===== src/bridge_ctrl_defines.svh =====
// Purpose: Constants for the half-bridge control word decoder
// Assumes: 16-bit frames, MSB first
// Notes:   Included by the package and the decoder
`ifndef BRIDGE_CTRL_DEFINES_SVH
`define BRIDGE_CTRL_DEFINES_SVH
`define FRAME_BITS        16
`define BIT_CLEAR_REQ     15
`define BIT_BANK_SEL      14
`define BIT_OL_SHUTDOWN   13
`define BANK0_ACT_MSB     12
`define BANK1_ACT_MSB     10
`define ACT_LSB           7
`define BANK0_POL_MSB     6
`define BANK1_POL_MSB     4
`define POL_LSB           1
`define BANK0_BRIDGES     6
`define BANK1_BRIDGES     4
`define NUM_BRIDGES       10
`define CTRL_RESET        16'h0000
`define STATUS_BANK_RESET 1'b0
`endif


===== src/bridge_ctrl_pkg.sv =====
// Purpose: Types for the half-bridge control word decoder
// Assumes: Constants come from bridge_ctrl_defines.svh
// Notes:   Types only
`include "bridge_ctrl_defines.svh"
package bridge_ctrl_pkg;
	typedef struct packed {
		logic [`NUM_BRIDGES-1:0] bridge_activate;
		logic [`NUM_BRIDGES-1:0] bridge_polarity;
	} bridge_drive_t;
	typedef struct packed {
		logic [`NUM_BRIDGES-1:0] high_side_switch;
		logic [`NUM_BRIDGES-1:0] low_side_switch;
	} switch_cmd_t;
	typedef enum logic [0:0] {
		BANK_LOW  = 1'b0,
		BANK_HIGH = 1'b1
	} bank_t;
endpackage


===== src/half_bridge_control_word_decoder.sv =====
// Purpose: Serial control word receiver and decoder for ten half-bridges
// Assumes: Serial clock far slower than i_clock; sampled, not a clock
// Notes:   Diagnosis word content comes in on i_status_bank*
`timescale 1ns/1ps
`include "bridge_ctrl_defines.svh"

// How it works
// RQ1 - Bit 14 picks bank low or high
// RQ2 - Bit 15 clears addressed bank's errors
// RQ3 - Clear acts only on addressed bank
// RQ4 - Bit 13 enables open-load shutdown
// RQ5 - Shutdown enable per bank only
// RQ6 - Bank 0 bits 12..7 activate bridges 6..1
// RQ7 - Bank 1 bits 10..7 activate 10..7
// RQ8 - Bank 0 bits 6..1 set polarity
// RQ9 - Bank 1 bits 4..1 set polarity
// RQ10 - Master sends bit 0 as zero
// RQ11 - Apply on select rise, hold until next
// RQ12 - Sixteen bits MSB first, clock low
// RQ13 - Addressed bank's status returned next frame
// RQ14 - Reset clears both banks to zero
module half_bridge_control_word_decoder
	import bridge_ctrl_pkg::*;
(
	// Clock and reset
	input  wire logic                    i_clock,
	input  wire logic                    i_reset,
	// Serial link pins
	input  wire logic                    i_serial_clock,
	input  wire logic                    i_chip_select_n,
	input  wire logic                    i_serial_in,
	output logic                         o_serial_out,
	output logic                         o_serial_out_oe_n,
	// Diagnosis words of the two banks
	input  wire logic [`FRAME_BITS-1:0]  i_status_bank0,
	input  wire logic [`FRAME_BITS-1:0]  i_status_bank1,
	// Bridge drive
	output bridge_drive_t                o_drive,
	output switch_cmd_t                  o_switch,
	output logic [1:0]                   o_open_load_shutdown_enable,
	output logic [1:0]                   o_status_clear,
	output logic [`FRAME_BITS-1:0]       o_last_word
);

	// Three-stage synchronisers; only stages 2 and 3 are looked at
	logic [2:0] sclk_sync;
	logic [2:0] cs_sync;
	logic [2:0] sdi_sync;

	always_ff @(posedge i_clock or posedge i_reset) begin
		if (i_reset) begin
			sclk_sync <= 3'h0;
			cs_sync   <= 3'h7;
			sdi_sync  <= 3'h0;
		end else begin
			sclk_sync <= {sclk_sync[1:0], i_serial_clock};
			cs_sync   <= {cs_sync[1:0], i_chip_select_n};
			sdi_sync  <= {sdi_sync[1:0], i_serial_in};
		end
	end

	// Filtered levels change once stages 2 and 3 agree
	logic sclk_lvl;
	logic cs_lvl;
	logic sdi_lvl;

	always_ff @(posedge i_clock or posedge i_reset) begin
		if (i_reset) begin
			sclk_lvl <= 1'b0;
			cs_lvl   <= 1'b1;
			sdi_lvl  <= 1'b0;
		end else begin
			if (sclk_sync[1] == sclk_sync[2])
				sclk_lvl <= sclk_sync[2];
			if (cs_sync[1] == cs_sync[2])
				cs_lvl <= cs_sync[2];
			if (sdi_sync[1] == sdi_sync[2])
				sdi_lvl <= sdi_sync[2];
		end
	end

	logic next_sclk_lvl;
	logic next_cs_lvl;
	assign next_sclk_lvl = (sclk_sync[1] == sclk_sync[2]) ?
		sclk_sync[2] : sclk_lvl;
	assign next_cs_lvl = (cs_sync[1] == cs_sync[2]) ? cs_sync[2] : cs_lvl;

	logic sclk_rise;
	logic cs_fall;
	logic cs_rise;
	assign sclk_rise = next_sclk_lvl & ~sclk_lvl;
	assign cs_fall   = ~next_cs_lvl & cs_lvl;
	assign cs_rise   = next_cs_lvl & ~cs_lvl;

	// Receive shift register, MSB first, sampled on serial clock rise
	logic [`FRAME_BITS-1:0] rx_shift;
	logic [4:0]             bit_count;

	always_ff @(posedge i_clock or posedge i_reset) begin
		if (i_reset) begin
			rx_shift  <= 16'h0000;
			bit_count <= 5'h00;
		end else if (cs_fall) begin
			bit_count <= 5'h00;
		end else if (!cs_lvl && sclk_rise) begin
			rx_shift <= {rx_shift[`FRAME_BITS-2:0], sdi_lvl}; // [RQ12]
			if (bit_count != 5'h1F)
				bit_count <= bit_count + 5'h01;
		end
	end

	// Short or long frames are dropped so a torn word never lands
	logic frame_ok;
	assign frame_ok = (bit_count == 5'(`FRAME_BITS)); // [RQ12]

	logic [`FRAME_BITS-1:0] bank0_word;
	logic [`FRAME_BITS-1:0] bank1_word;
	bank_t                  status_bank;

	always_ff @(posedge i_clock or posedge i_reset) begin
		if (i_reset) begin
			bank0_word <= `CTRL_RESET; // [RQ14]
			bank1_word <= `CTRL_RESET; // [RQ14]
		end else if (cs_rise && frame_ok) begin
			if (rx_shift[`BIT_BANK_SEL] == BANK_HIGH) // [RQ1]
				bank1_word <= rx_shift; // [RQ11]
			else
				bank0_word <= rx_shift; // [RQ11]
		end
	end

	// Address of the status word sent in the following frame
	always_ff @(posedge i_clock or posedge i_reset) begin
		if (i_reset)
			status_bank <= bank_t'(`STATUS_BANK_RESET); // [RQ13]
		else if (cs_rise && frame_ok)
			status_bank <= bank_t'(rx_shift[`BIT_BANK_SEL]); // [RQ13]
	end

	// One-cycle clear pulse to the error latches of one bank only
	always_ff @(posedge i_clock or posedge i_reset) begin
		if (i_reset)
			o_status_clear <= 2'h0;
		else if (cs_rise && frame_ok && rx_shift[`BIT_CLEAR_REQ]) begin
			o_status_clear[0] <= ~rx_shift[`BIT_BANK_SEL]; // [RQ2] [RQ3]
			o_status_clear[1] <= rx_shift[`BIT_BANK_SEL];  // [RQ2] [RQ3]
		end else
			o_status_clear <= 2'h0;
	end

	// Decoded drive from the stored words
	bridge_drive_t next_drive;
	always_comb begin
		next_drive = '0;
		for (int i = 0; i < `BANK0_BRIDGES; i++) begin
			next_drive.bridge_activate[i] =
				bank0_word[`ACT_LSB + i]; // [RQ6]
			next_drive.bridge_polarity[i] =
				bank0_word[`POL_LSB + i]; // [RQ8]
		end
		for (int i = 0; i < `BANK1_BRIDGES; i++) begin
			next_drive.bridge_activate[`BANK0_BRIDGES + i] =
				bank1_word[`ACT_LSB + i]; // [RQ7]
			next_drive.bridge_polarity[`BANK0_BRIDGES + i] =
				bank1_word[`POL_LSB + i]; // [RQ9]
		end
	end

	switch_cmd_t next_switch;
	always_comb begin
		next_switch.high_side_switch =
			next_drive.bridge_activate & next_drive.bridge_polarity;
		next_switch.low_side_switch =
			next_drive.bridge_activate & ~next_drive.bridge_polarity;
	end

	always_ff @(posedge i_clock or posedge i_reset) begin
		if (i_reset) begin
			o_drive                     <= '0;
			o_switch                    <= '0;
			o_open_load_shutdown_enable <= 2'h0;
			o_last_word                 <= 16'h0000;
		end else begin
			o_drive  <= next_drive;
			o_switch <= next_switch;
			o_open_load_shutdown_enable <= {bank1_word[`BIT_OL_SHUTDOWN],
				bank0_word[`BIT_OL_SHUTDOWN]}; // [RQ4] [RQ5]
			if (cs_rise && frame_ok)
				o_last_word <= rx_shift;
		end
	end

	// Status shift-out: loaded at select fall, shifted on clock rise
	logic [`FRAME_BITS-1:0] tx_shift;
	always_ff @(posedge i_clock or posedge i_reset) begin
		if (i_reset) begin
			tx_shift <= 16'h0000;
		end else if (cs_fall) begin
			tx_shift <= (status_bank == BANK_HIGH) ?
				i_status_bank1 : i_status_bank0; // [RQ13]
		end else if (!cs_lvl && sclk_rise) begin
			tx_shift <= {tx_shift[`FRAME_BITS-2:0], 1'b0};
		end
	end

	// Master samples before rising edge; data changes after rising edge
	always_ff @(posedge i_clock or posedge i_reset) begin
		if (i_reset) begin
			o_serial_out      <= 1'b0;
			o_serial_out_oe_n <= 1'b1;
		end else begin
			o_serial_out_oe_n <= next_cs_lvl;
			if (cs_fall)
				o_serial_out <= (status_bank == BANK_HIGH) ?
					i_status_bank1[`FRAME_BITS-1] :
					i_status_bank0[`FRAME_BITS-1];
			else if (!cs_lvl && sclk_rise)
				o_serial_out <= tx_shift[`FRAME_BITS-2];
		end
	end
endmodule // half_bridge_control_word_decoder


===== config.mk =====
export PLATFORM = sky130hd
export DESIGN_NAME = half_bridge_control_word_decoder
export DESIGN_NICKNAME = d
export VERILOG_FILES = /design/src/bridge_ctrl_pkg.sv /design/src/half_bridge_control_word_decoder.sv
export VERILOG_INCLUDE_DIRS = /design/src
export SDC_FILE = /design/constraint.sdc
export NUM_CORES = 1
export LEC_CHECK = 0
export CELL_PAD_IN_SITES_DETAIL_PLACEMENT = 1
export CELL_PAD_IN_SITES_GLOBAL_PLACEMENT = 1
export CORE_ASPECT_RATIO = 0.9
export CORE_MARGIN = 3
export CORE_UTILIZATION = 50
export DETAILED_ROUTE_END_ITERATION = 8
export DONT_BUFFER_PORTS = 1
export PLACE_DENSITY = 0.87
export SLEW_MARGIN = 15
export SYNTH_ARGS = -nofsm -noshare
export SYNTH_HDL_FRONTEND = slang
export SYNTH_SLANG_ARGS = --single-unit

===== constraint.sdc =====
create_clock -name i_clock -period 4.26 [get_ports i_clock]
set_input_delay 0.213 -clock i_clock [delete_from_list [all_inputs] [get_ports i_clock]]
set_output_delay 0.213 -clock i_clock [all_outputs]
set_load 0.01 [all_outputs]

### Yosys cells after proc, flatten, opt, wreduce, memory -nomap -nowiden

Cells that the tools add are included.

* register bits after elaboration: 138
* latch bits: 0
* memory bits (writable): 0
* bits in read-only memories: 0
* bits of input ports: 37
* output and inout port bits: 62
* memories: 0

* add/sub/neg operators: 1
* multipliers: 0
* divide/modulo/power cells: 0
* $lt $le $gt $ge: 0
* eq/ne operators: 5
* shift operators: 0
* multiplexer cells: 12
* bitwise operators: 11
* reduce and logical (&&, ||, !) cells: 10

Operators with widths (count)
* 2-to-1 mux 15 bit: 3
* bitwise AND 10 bit: 2
* 2-to-1 mux 5 bit: 3
* inverter 10 bit: 1
* AND reduction 2 bit: 4
* adder 5 x 1 -> 5 bit, second input constant: 1
* == test 5 bit, second input constant: 1
* 2-to-1 mux 1 bit: 5
* != test 5 bit, second input constant: 1
* inverter 1 bit: 5
* nonzero test 2 bit: 2
* bitwise AND 1 bit: 3
* == test 1 bit: 3
* logical AND 1 bit: 3
* 2-to-1 mux 2 bit: 1
* zero test 1 bit: 1

### Logic depth before layout (Yosys ltp)

Gate-level depths: netlist of the first run.

* depth in word-level cells: 6
* gate-level depth with buffers: 7
* mapped depth without buffers: 5

### Worst setup path after synthesis of the first run

Ideal clock, no wire load.

* kind: register -> register
* start: reg bit_count[0]
* end: reg bank0_word[13]
* arrival time: 1.517 ns
* setup slack: 2.618 ns
* cell stages (with the launch flop): 8
* path buffers: 2
* path through: dfrtp_1 > inv_1 > ha_1 > and4b_4 > and3b_1 > buf_6 > buf_12 > mux2_4

* longest elaborated chain between the ends: 3

RTL lines
* start: declaration: line half_bridge_control_word_decoder.sv:97 `logic [4:0] bit_count;`
* start signal: assignment: line half_bridge_control_word_decoder.sv:108 `bit_count <= bit_count + 5'h01;`
* == test 5 bit: line half_bridge_control_word_decoder.sv:114 `` assign frame_ok = (bit_count == 5'(`FRAME_BITS)); ``
* logical AND 1 bit: line half_bridge_control_word_decoder.sv:124 `end else if (cs_rise && frame_ok) begin`
* AND reduction 2 bit (no line)
* end signal: assignment: line half_bridge_control_word_decoder.sv:122 `` bank0_word <= `CTRL_RESET; ``
* end signal: assignment: line half_bridge_control_word_decoder.sv:128 `bank0_word <= rx_shift;`
* end: declaration: line half_bridge_control_word_decoder.sv:116 `` logic [`FRAME_BITS-1:0] bank0_word; ``

No other way between the ends.
A chain may end at the register's enable or synchronous reset.

### Worst setup path after layout of the first run

* start: reg bit_count[0]
* end: reg o_last_word[11]

* longest elaborated chain between the ends: 2

RTL lines
* == test 5 bit: line half_bridge_control_word_decoder.sv:114
* logical AND 1 bit: line half_bridge_control_word_decoder.sv:188 `if (cs_rise && frame_ok)`
* end signal: assignment: line half_bridge_control_word_decoder.sv:189 `o_last_word <= rx_shift;`
* end: declaration: line half_bridge_control_word_decoder.sv:42 `` output logic [`FRAME_BITS-1:0] o_last_word ``

No other way between the ends.

==> results.cfg, run 1 <==
[worst_setup_path]
critPathTopFamily = simple AND/OR/NAND/NOR gates
worst_r2r_path_depth = 5
crit_end = o_last_word[11]$_DFFE_PP0P_
critPathRequiredTime_ns = 4.67
cpMaxStageDelayCell = sky130_fd_sc_hd__and2_1
path_class = reg2reg
timing.critical_path.cells = inv_1 > ha_1 > and4b_4 > and2_1 > mux2_2
cp-start-kind = flop
worstPathMaxFanout = 17
r2r_end = o_last_word[11]$_DFFE_PP0P_
timing.critical_path.to_type = flop
worst_path_depth = 5
origin_of_the_critical_flop_to_flop_path = bit_count[0]$_DFFE_PP0P_
critPathLaunch = bit_count[0]$_DFFE_PP0P_
worst-endpoint-arrival_ns = 2.66
timing.critical_path.buf_inv = 1
timing.critical_path.slowest_cell_delay_ns = 0.77
setup.reg_to_reg.worst_slack_ns = 2.01

[place]
gp_congestion = 0.742
io_buffer_count = 0
dp_slack_ns = 2.08
hpwlAfterDp_mm = 6.25

[timing]
slew_headroom_pct = 27.6
rsz_0062_raised_after_global_routing = no
fin_ws_ns = 2.01
timing.setup.tns_ns = 0
fin_worst_skew_ns = 0.00910
final_period_minus_worst_setup_slack_ns = 2.25
timing_hold_violations_final = 0
setup_viol = 0
timing_worst_slew_pin_value_ns = 1.09
finalMaxSlewViolations = 0
clock.fmax_mhz = 445
hold_slack_ns = 0.0182
final.period_utilization_pct = 52.7

[layout]
number_of_diodes = 0
layout-area-overhead-vs-synth_pct = 16.8
post_route_cells_drive_above_1_share_pct = 19.8
design.final.nets = 437

[clocking]
cts.sink_count = 131
post_cts.resized_instances = 0
cts_made_buffers = 17
clock_tree.root_cell = sky130_fd_sc_hd__clkbuf_8
clk_path_buf_depth = 2
clock_insertion_delay_worst_skew_ns = 0.53
clock_tree_from_tritoncts = built
clk_transition_reported_paths_ns = 0.06
htree_levels = 4

[drt]
routed_via_density = 5.64
drt_pass1_iterations = 5
antenna_violation_net_count_after_detailed_routing = 0
detail_route.iter0.violations = 198
finalWirelength_mm = 11.7
vias = 2998
route.detailed.drc = 0
drt-wirelength-per-cell_microns = 22.0

[grt]
maximum_number_of_pins_on_one_net_before_global_route_repair = 92
globalRoute.totalOverflow = 0
antenna_found_initial = 0
grtUsageTotal_pct = 22.4
grt_first_pass_wirelength_mm = 18.9
first_global_vias = 3368

[synth]
post_synthesis_compound_gate_area_fraction_pct = 5.84
synth_nets = 414
synth-edff-count = 0
synth_area_per_cell_sq_um = 13.2
post_synth_instance_area_sq_um = 4930
synth_cell_types = 35
synth_mux_area_share_pct = 9.72
fraction_of_post_synthesis_cell_area_in_the_top_cell_type_by_area_pct = 64.5
synth_top_area_cell = sky130_fd_sc_hd__dfrtp_1
ys_seq_area_share_pct = 66.6
synthFlopType = sky130_fd_sc_hd__dfrtp_1
synth_top_family_by_area = simple AND/OR/NAND/NOR gates
asyncSetResetFlopFracSynth_pct = 100
synthAdderAreaFrac_pct = 1.37
yosys.area_share.simple_pct = 13.2
synthXorXnorAreaFrac_pct = 0.178
synthCells = 374
yosys.cell_count.top_type = sky130_fd_sc_hd__dfrtp_1
synth_warnings = 0
synth_top_cells_by_area = sky130_fd_sc_hd__dfrtp_1 64%, sky130_fd_sc_hd__nand2_1 5.9%, sky130_fd_sc_hd__mux2_4 5.2%
synth_commonest_cells = 127 x sky130_fd_sc_hd__dfrtp_1, 78 x sky130_fd_sc_hd__nand2_1, 25 x sky130_fd_sc_hd__nor2b_1
postSynthRegisterBits = 131

[worst_hold_path]
holdCritPathClass = in2reg

[job]
cap_violations = 0

[status]
run_status = completed

[die]
ioPinCount = 99
row_count = 33
placeable_core_area_sq_um = 9370
floorplan.die_area_sq_um = 11100
die_h_microns = 100
dieWidth_microns = 111
initial_core_util_pct = 52.6

[power]
p_per_area_nw_per_um2 = 512
vdd_ir_drop_max_v = 0.000257
power.leakage_uw = 0.00280
power_uw = 2940
[cells by family after synthesis]
group | after synthesis
compound gates | 43
xor+xnor | 1
fa+ha+maj | 6
buf+inv | 26
flops | 131
mux | 37
simple gates | 130
[metrics by stage]
| step | utilization, % | area, sq um | cells |
|---|---|---|---|
| after CTS | 61.4 | 5760 | 532 |
| after detailed placement | 53.1 | 4980 | 479 |
| final | 61.4 | 5760 | 532 |
| after floorplan | - | 4930 | 374 |
| after global routing | 61.4 | 5760 | 532 |
| after global placement | 53.1 | 4980 | 479 |
[state kept, by name (all words and copies together) (netlist names), 5 cells and up]
name and cells:
bank0_word 13, bank1_word 9, bit_count 5, o_drive 20, rx_shift 16, tx_shift 15
o_last_word 16, o_switch 20
[report_power, final]
part | internal (uW) | total [uW] | switching (uW)
clock | 791 | 1400 | 614
combinational | 65.4 | 158 | 92.4
sequential | 1310 | 1380 | 67.4
[worst reg2reg max path, stage by stage, from the launching register on]
cell and delay (ns):
sky130_fd_sc_hd__dfrtp_1 0.44, sky130_fd_sc_hd__inv_1 0.09, sky130_fd_sc_hd__ha_1 0.14, sky130_fd_sc_hd__and4b_4 0.27, sky130_fd_sc_hd__and2_1 0.77, sky130_fd_sc_hd__mux2_2 0.43
[layout make-up]
class / count / area [sq um]
clock buffers: 17 / 414
clock inverters: 15 / 151
fillers: 874 / 3620
inverters: 7 / 31.3
multi-input cells: 217 / 1500
flip-flops and latches: 131 / 3280
well taps: 122 / 153
repair buffers: 23 / 225
[routing by layer]
| layer | share of wire, % | global-route usage (%) | vias to the layer above |
|---|---|---|---|
| met2 | 53 | 39.6 | 104 |
| met4 | 2.0 | 7.10 | 0 |
| met3 | 5.9 | 8.14 | 22 |
| li1 | - | - | 1309 |
| met1 | 39 | 25.6 | 1563 |
| met5 | 0 | 0 | - |
[timing repair]
action | CTS | global route
hold buffers | 21 | 0
setup buffers | 0 | 0
endpoints found under the hold margin | 108 | 0
[worst min path at each step]
stage,endpoint,slack (ns),depth (start not counted),start
6_report,tx_shift[7]$_DFFE_PP0P_,0.02,3,i_status_bank0[7]
3_3_place_gp,cs_sync[0]$_DFF_PP1_,0.22,0,i_chip_select_n
2_1_floorplan,cs_sync[0]$_DFF_PP1_,0.22,0,i_chip_select_n
4_1_cts,tx_shift[7]$_DFFE_PP0P_,0.006,3,i_status_bank0[7]
3_5_place_dp,cs_sync[0]$_DFF_PP1_,0.22,0,i_chip_select_n
5_1_grt,tx_shift[2]$_DFFE_PP0P_,0.04,3,i_status_bank0[2]
[layout by cell type (no fill, tap or decap), types with 11 or more instances in the layout]
| cell | count |
|---|---|
| sky130_fd_sc_hd__and2_1 | 11 |
| sky130_fd_sc_hd__a211oi_1 | 16 |
| sky130_fd_sc_hd__a31oi_1 | 15 |
| sky130_fd_sc_hd__mux2_4 | 17 |
| sky130_fd_sc_hd__nand2_1 | 78 |
| sky130_fd_sc_hd__dlygate4sd3_1 | 21 |
| sky130_fd_sc_hd__clkbuf_16 | 16 |
| sky130_fd_sc_hd__mux2_2 | 19 |
| sky130_fd_sc_hd__nor2b_1 | 25 |
| sky130_fd_sc_hd__dfrtp_1 | 127 |
(Power assumes the default switching activity.)
==> run 2: changes to the inputs <==
Clock period 4.26 ns to 2.3 ns, I/O delays scaled along.
==> results.cfg, run 2 (synthesized netlist as in run 1, its figures left out) <==
[timing]
finalMaxSlewViolations = 0
timing_hold_violations_final = 1
final_period_minus_worst_setup_slack_ns = 2.22
slew_headroom_pct = 36.8
fin_worst_skew_ns = 0.0138
final.period_utilization_pct = 96.7
fin_ws_ns = 0.0761
rsz_0062_raised_after_global_routing = yes
hold_slack_ns = -0.0229
clock.fmax_mhz = 450
setup_viol = 0
timing_worst_slew_pin_value_ns = 0.946

[clocking]
clk_path_buf_depth = 2
post_cts.repair.setup_buffers = 0
clk_transition_reported_paths_ns = 0.06
clock_tree.root_cell = sky130_fd_sc_hd__clkbuf_8
cts_made_buffers = 17
clock_insertion_delay_worst_skew_ns = 0.52
clock_tree_from_tritoncts = built
cts.sink_count = 131
htree_levels = 4

[drt]
antenna_violation_net_count_after_detailed_routing = 0
routed_via_density = 5.71
drt-wirelength-per-cell_microns = 23.8
drt_pass1_iterations = 4
route.detailed.drc = 0
finalWirelength_mm = 13.2
vias = 3169
detail_route.iter0.violations = 254

[die]
floorplan.die_area_sq_um = 11100
row_count = 33
ioPinCount = 99
placeable_core_area_sq_um = 9370
dieWidth_microns = 111
initial_core_util_pct = 52.6
die_h_microns = 100

[layout]
reg.largest.list = o_drive (20), o_switch (20)
layout_commonest_cell = sky130_fd_sc_hd__dfrtp_1
most-common-layout-cells = 127 x sky130_fd_sc_hd__dfrtp_1, 78 x sky130_fd_sc_hd__nand2_1, 34 x sky130_fd_sc_hd__dlygate4sd3_1
layout-area-overhead-vs-synth_pct = 23.7
design.final.nets = 458
fillerInstances = 863
post_route_cells_drive_above_1_share_pct = 22.0

[worst_hold_path]
holdCritPathClass = in2reg
hold_path.startpoint = i_status_bank0[10]
timing.hold.worst_path_depth = 3
hold_end = tx_shift[10]$_DFFE_PP0P_

[grt]
maximum_number_of_pins_on_one_net_before_global_route_repair = 44
globalRoute.totalOverflow = 0
grt_first_pass_wirelength_mm = 20.9
first_global_vias = 3495
grtUsageTotal_pct = 25.3
antenna_found_initial = 2

[place]
hpwlAfterDp_mm = 7.23
io_buffer_count = 0
gp_congestion = 0.753
dp_slack_ns = 0.343

[power]
power.leakage_uw = 0.00296
vdd_ir_drop_max_v = 0.000593
p_per_area_nw_per_um2 = 952

[status]
failed_checks = hold timing
run_status = complete, but fails checks

[worst_setup_path]
setup.reg_to_reg.worst_slack_ns = 0.08
worstPathMaxFanout = 37
worst_r2r_path_depth = 5
cp-start-kind = flop
path_class = reg2reg
worst-endpoint-arrival_ns = 2.61
r2r_end = tx_shift[13]$_DFFE_PP0P_
critPathRequiredTime_ns = 2.68
origin_of_the_critical_flop_to_flop_path = o_serial_out_oe_n$_DFF_PP1_
timing.critical_path.to_type = flop

[job]
cap_violations = 0
==> run 2: metal layers <==
metal	track usage [%]	vias to the layer above	part of all wire (%)
met4	11.3	0	2.9
met3	7.29	33	5.0
li1	-	1353	-
met2	44.9	105	53
met5	0	-	0
met1	28.7	1678	39
==> run 2: cell type report <==
cell class / instances / area, sq um / share of cell area [%]
clock inverters: 14 / 200 / 3.28
repair buffers: 44 / 465 / 7.63
flip-flops and latches: 131 / 3280 / 53.8
diodes: 2 / 5.00 / 0.0821
well taps: 122 / 153 / 2.50
inverters: 7 / 30.0 / 0.493
multi-input cells: 217 / 1530 / 25.1
clock buffers: 18 / 428 / 7.02
==> run 2: where the power goes <==
group | switching [uW] | internal [uW] | total [uW]
Clock | 1090 | 1810 | 2890
Combinational | 194 | 146 | 340
Sequential | 134 | 2440 | 2570
==> run 2: worst max path at each step <==
stage	startpoint	to	slack, ns	cells after the start
after floorplan	i_reset	bank0_word[10]$_DFFE_PP0P_	0.57	1
after global placement	bit_count[0]$_DFFE_PP0P_	o_last_word[1]$_DFFE_PP0P_	0.52	6
after detailed placement	bit_count[0]$_DFFE_PP0P_	o_last_word[12]$_DFFE_PP0P_	0.34	6
after CTS	o_serial_out_oe_n$_DFF_PP1_	tx_shift[2]$_DFFE_PP0P_	0.04	5
after global routing	o_serial_out_oe_n$_DFF_PP1_	tx_shift[5]$_DFFE_PP0P_	-0.02	5
final	o_serial_out_oe_n$_DFF_PP1_	tx_shift[13]$_DFFE_PP0P_	0.08	5
==> run 2: worst max-delay path, cell delays in order (launching register included) <==
cell and delay [ns]:
sky130_fd_sc_hd__dfstp_2 0.62, sky130_fd_sc_hd__or3b_4 0.41, sky130_fd_sc_hd__buf_12 0.18, sky130_fd_sc_hd__a211oi_1 0.23
sky130_fd_sc_hd__dlygate4sd3_1 0.59, sky130_fd_sc_hd__a31oi_1 0.05
==> run 2: what timing repair did <==
item	in CTS	in global routing
gates resized for setup	0	11
hold buffers	36	0
hold endpoints to repair	59	0
setup endpoints to repair	0	11
==> run 2: stage by stage <==
stage | instances | total power, uW | util [%] | setup TNS, ns | area, sq um
6_report | 555 | 5800 | 65.1 | 0 | 6100
5_1_grt | 555 | 5990 | 65.1 | -0.0664 | 6100
4_1_cts | 555 | 5770 | 64.7 | 0 | 6060
3_5_place_dp | 487 | 2860 | 54.2 | 0 | 5080
3_3_place_gp | 487 | 2820 | 54.2 | 0 | 5080
2_1_floorplan | 374 | 2750 | - | 0 | 4930
==> run 3: changes to the inputs <==
Settings changed: CORE_UTILIZATION 50 to 52, CTS_BUF_LIST set to sky130_fd_sc_hd__clkbuf_8, PLACE_DENSITY 0.87 to 0.89.
Clock period 2.3 ns to 2.16 ns, I/O delays scaled along.
==> results.cfg, run 3 (synthesized netlist as in run 1, its figures left out) <==
[drt]
drt_pass1_iterations = 4
finalWirelength_mm = 11.9
drt-wirelength-per-cell_microns = 21.7
route.detailed.drc = 0
detail_route.iter0.violations = 159
routed_via_density = 5.60
vias = 3073
antenna_violation_net_count_after_detailed_routing = 0

[layout]
layout_commonest_cell = sky130_fd_sc_hd__dfrtp_1
utilization_pct = 62.9
most-common-layout-cells = 127 x sky130_fd_sc_hd__dfrtp_1, 78 x sky130_fd_sc_hd__nand2_1, 30 x sky130_fd_sc_hd__dlygate4sd3_1
layout-area-overhead-vs-synth_pct = 17.0
number_of_diodes = 0
post_route_cells_drive_above_1_share_pct = 20.8
design.final.nets = 454
fillerInstances = 897
stdcell_area_sq_um = 5770
reg.largest.list = o_drive (20), o_switch (20)

[timing]
final_period_minus_worst_setup_slack_ns = 1.88
fin_ws_ns = 0.283
timing_hold_violations_final = 0
finalMaxSlewViolations = 0
slew_headroom_pct = 69.5
setup_viol = 0
timing_worst_slew_pin_value_ns = 0.458
final.period_utilization_pct = 86.9
rsz_0062_raised_after_global_routing = no
clock.fmax_mhz = 533
fin_worst_skew_ns = 0.0106
timing.setup.tns_ns = 0

[worst_hold_path]
timing.hold.worst_path_depth = 3
hold_path.startpoint = i_status_bank0[14]
hold_end = tx_shift[14]$_DFFE_PP0P_
holdCritPathClass = in2reg

[die]
floorplan.die_area_sq_um = 10700
dieWidth_microns = 109
row_count = 33
die_h_microns = 98.4
initial_core_util_pct = 53.8
ioPinCount = 99
placeable_core_area_sq_um = 9170

[status]
run_status = completed

[clocking]
clock_tree_from_tritoncts = built
cts.sink_count = 131
post_cts.repair.setup_buffers = 0
clk_transition_reported_paths_ns = 0.08
post_cts.resized_instances = 0
clock_insertion_delay_worst_skew_ns = 0.44
clk_path_buf_depth = 2
cts_made_buffers = 17
clock_tree.root_cell = sky130_fd_sc_hd__clkbuf_8
htree_levels = 4

[grt]
grt_first_pass_wirelength_mm = 19.1
antenna_found_initial = 0
grtUsageTotal_pct = 24.1
first_global_vias = 3430
maximum_number_of_pins_on_one_net_before_global_route_repair = 68
globalRoute.totalOverflow = 0

[job]
cap_violations = 0

[place]
hpwlAfterDp_mm = 6.93
io_buffer_count = 0
gp_congestion = 0.746
dpl-instance-area_sq_um = 5050
dp_slack_ns = 0.353

[worst_setup_path]
origin_of_the_critical_flop_to_flop_path = bit_count[0]$_DFFE_PP0P_
r2r_end = bank0_word[12]$_DFFE_PP0P_
path_class = reg2reg
cp-start-kind = flop
worst_r2r_path_depth = 6
timing.critical_path.to_type = flop
worst-endpoint-arrival_ns = 2.20
critPathRequiredTime_ns = 2.48
setup.reg_to_reg.worst_slack_ns = 0.28
worstPathMaxFanout = 13

[power]
p_per_area_nw_per_um2 = 902
vdd_ir_drop_max_v = 0.000391
power_uw = 5200
power.leakage_uw = 0.00281
-- run 3: how the worst max path moves through the flow --
| stage | start | to | cells after the start |
|---|---|---|---|
| global route | bit_count[0]$_DFFE_PP0P_ | bank0_word[10]$_DFFE_PP0P_ | 6 |
| detailed placement | bit_count[0]$_DFFE_PP0P_ | o_last_word[9]$_DFFE_PP0P_ | 6 |
| global placement | o_serial_out_oe_n$_DFF_PP1_ | tx_shift[14]$_DFFE_PP0P_ | 4 |
| finish | bit_count[0]$_DFFE_PP0P_ | bank0_word[12]$_DFFE_PP0P_ | 6 |
| floorplan | i_reset | bank0_word[10]$_DFFE_PP0P_ | 1 |
| CTS | bit_count[0]$_DFFE_PP0P_ | o_last_word[12]$_DFFE_PP0P_ | 6 |
-- run 3: metal layers --
layer | vias up | share of wire [%] | wire length [microns] | global-route usage [%]
li1 | 1342 | - | - | -
met1 | 1605 | 39 | 4640 | 28.6
met2 | 105 | 54 | 6470 | 41.7
met3 | 21 | 5.2 | 616 | 6.28
met4 | 0 | 1.6 | 193 | 9.32
met5 | - | 0 | 0 | 0
-- run 3: metrics by stage --
step / cells / hold WS, ns
detailed placement: 487 / 0.113
CTS: 548 / 0.000947
global route: 549 / 0.0105
finish: 549 / 0.0185
floorplan: 374 / 0.112
global placement: 487 / 0.113
-- run 3: worst max-delay path, cell delays in order (launching register included) --
cell and delay (ns):
sky130_fd_sc_hd__dfrtp_1 0.43, sky130_fd_sc_hd__inv_1 0.08, sky130_fd_sc_hd__ha_1 0.15, sky130_fd_sc_hd__and4b_4 0.27, sky130_fd_sc_hd__and3b_1 0.18, sky130_fd_sc_hd__buf_4 0.27, sky130_fd_sc_hd__mux2_2 0.38
-- run 3: power by group --
group | total, uW | internal, uW | switching, uW
logic | 332 | 146 | 185
registers | 2720 | 2590 | 127
clock network | 2150 | 1090 | 1060
total | 5200 | 3830 | 1370
-- run 3: layout make-up --
cell class | count | area (sq um) | share of cell area [%]
inverter | 7 | 30.0 | 0.521
timing repair buffer | 40 | 388 | 6.73
multi-input combinational | 217 | 1500 | 26.0
tap | 122 | 153 | 2.65
clock buffer | 18 | 248 | 4.30
clock inverter | 14 | 168 | 2.91
sequential | 131 | 3280 | 56.9
-- run 3: repair_timing --
item                                    in CTS  in global routing
endpoints found under the setup margin       0                  0
hold buffers                                29                  1
hold endpoints to repair                   146                  1
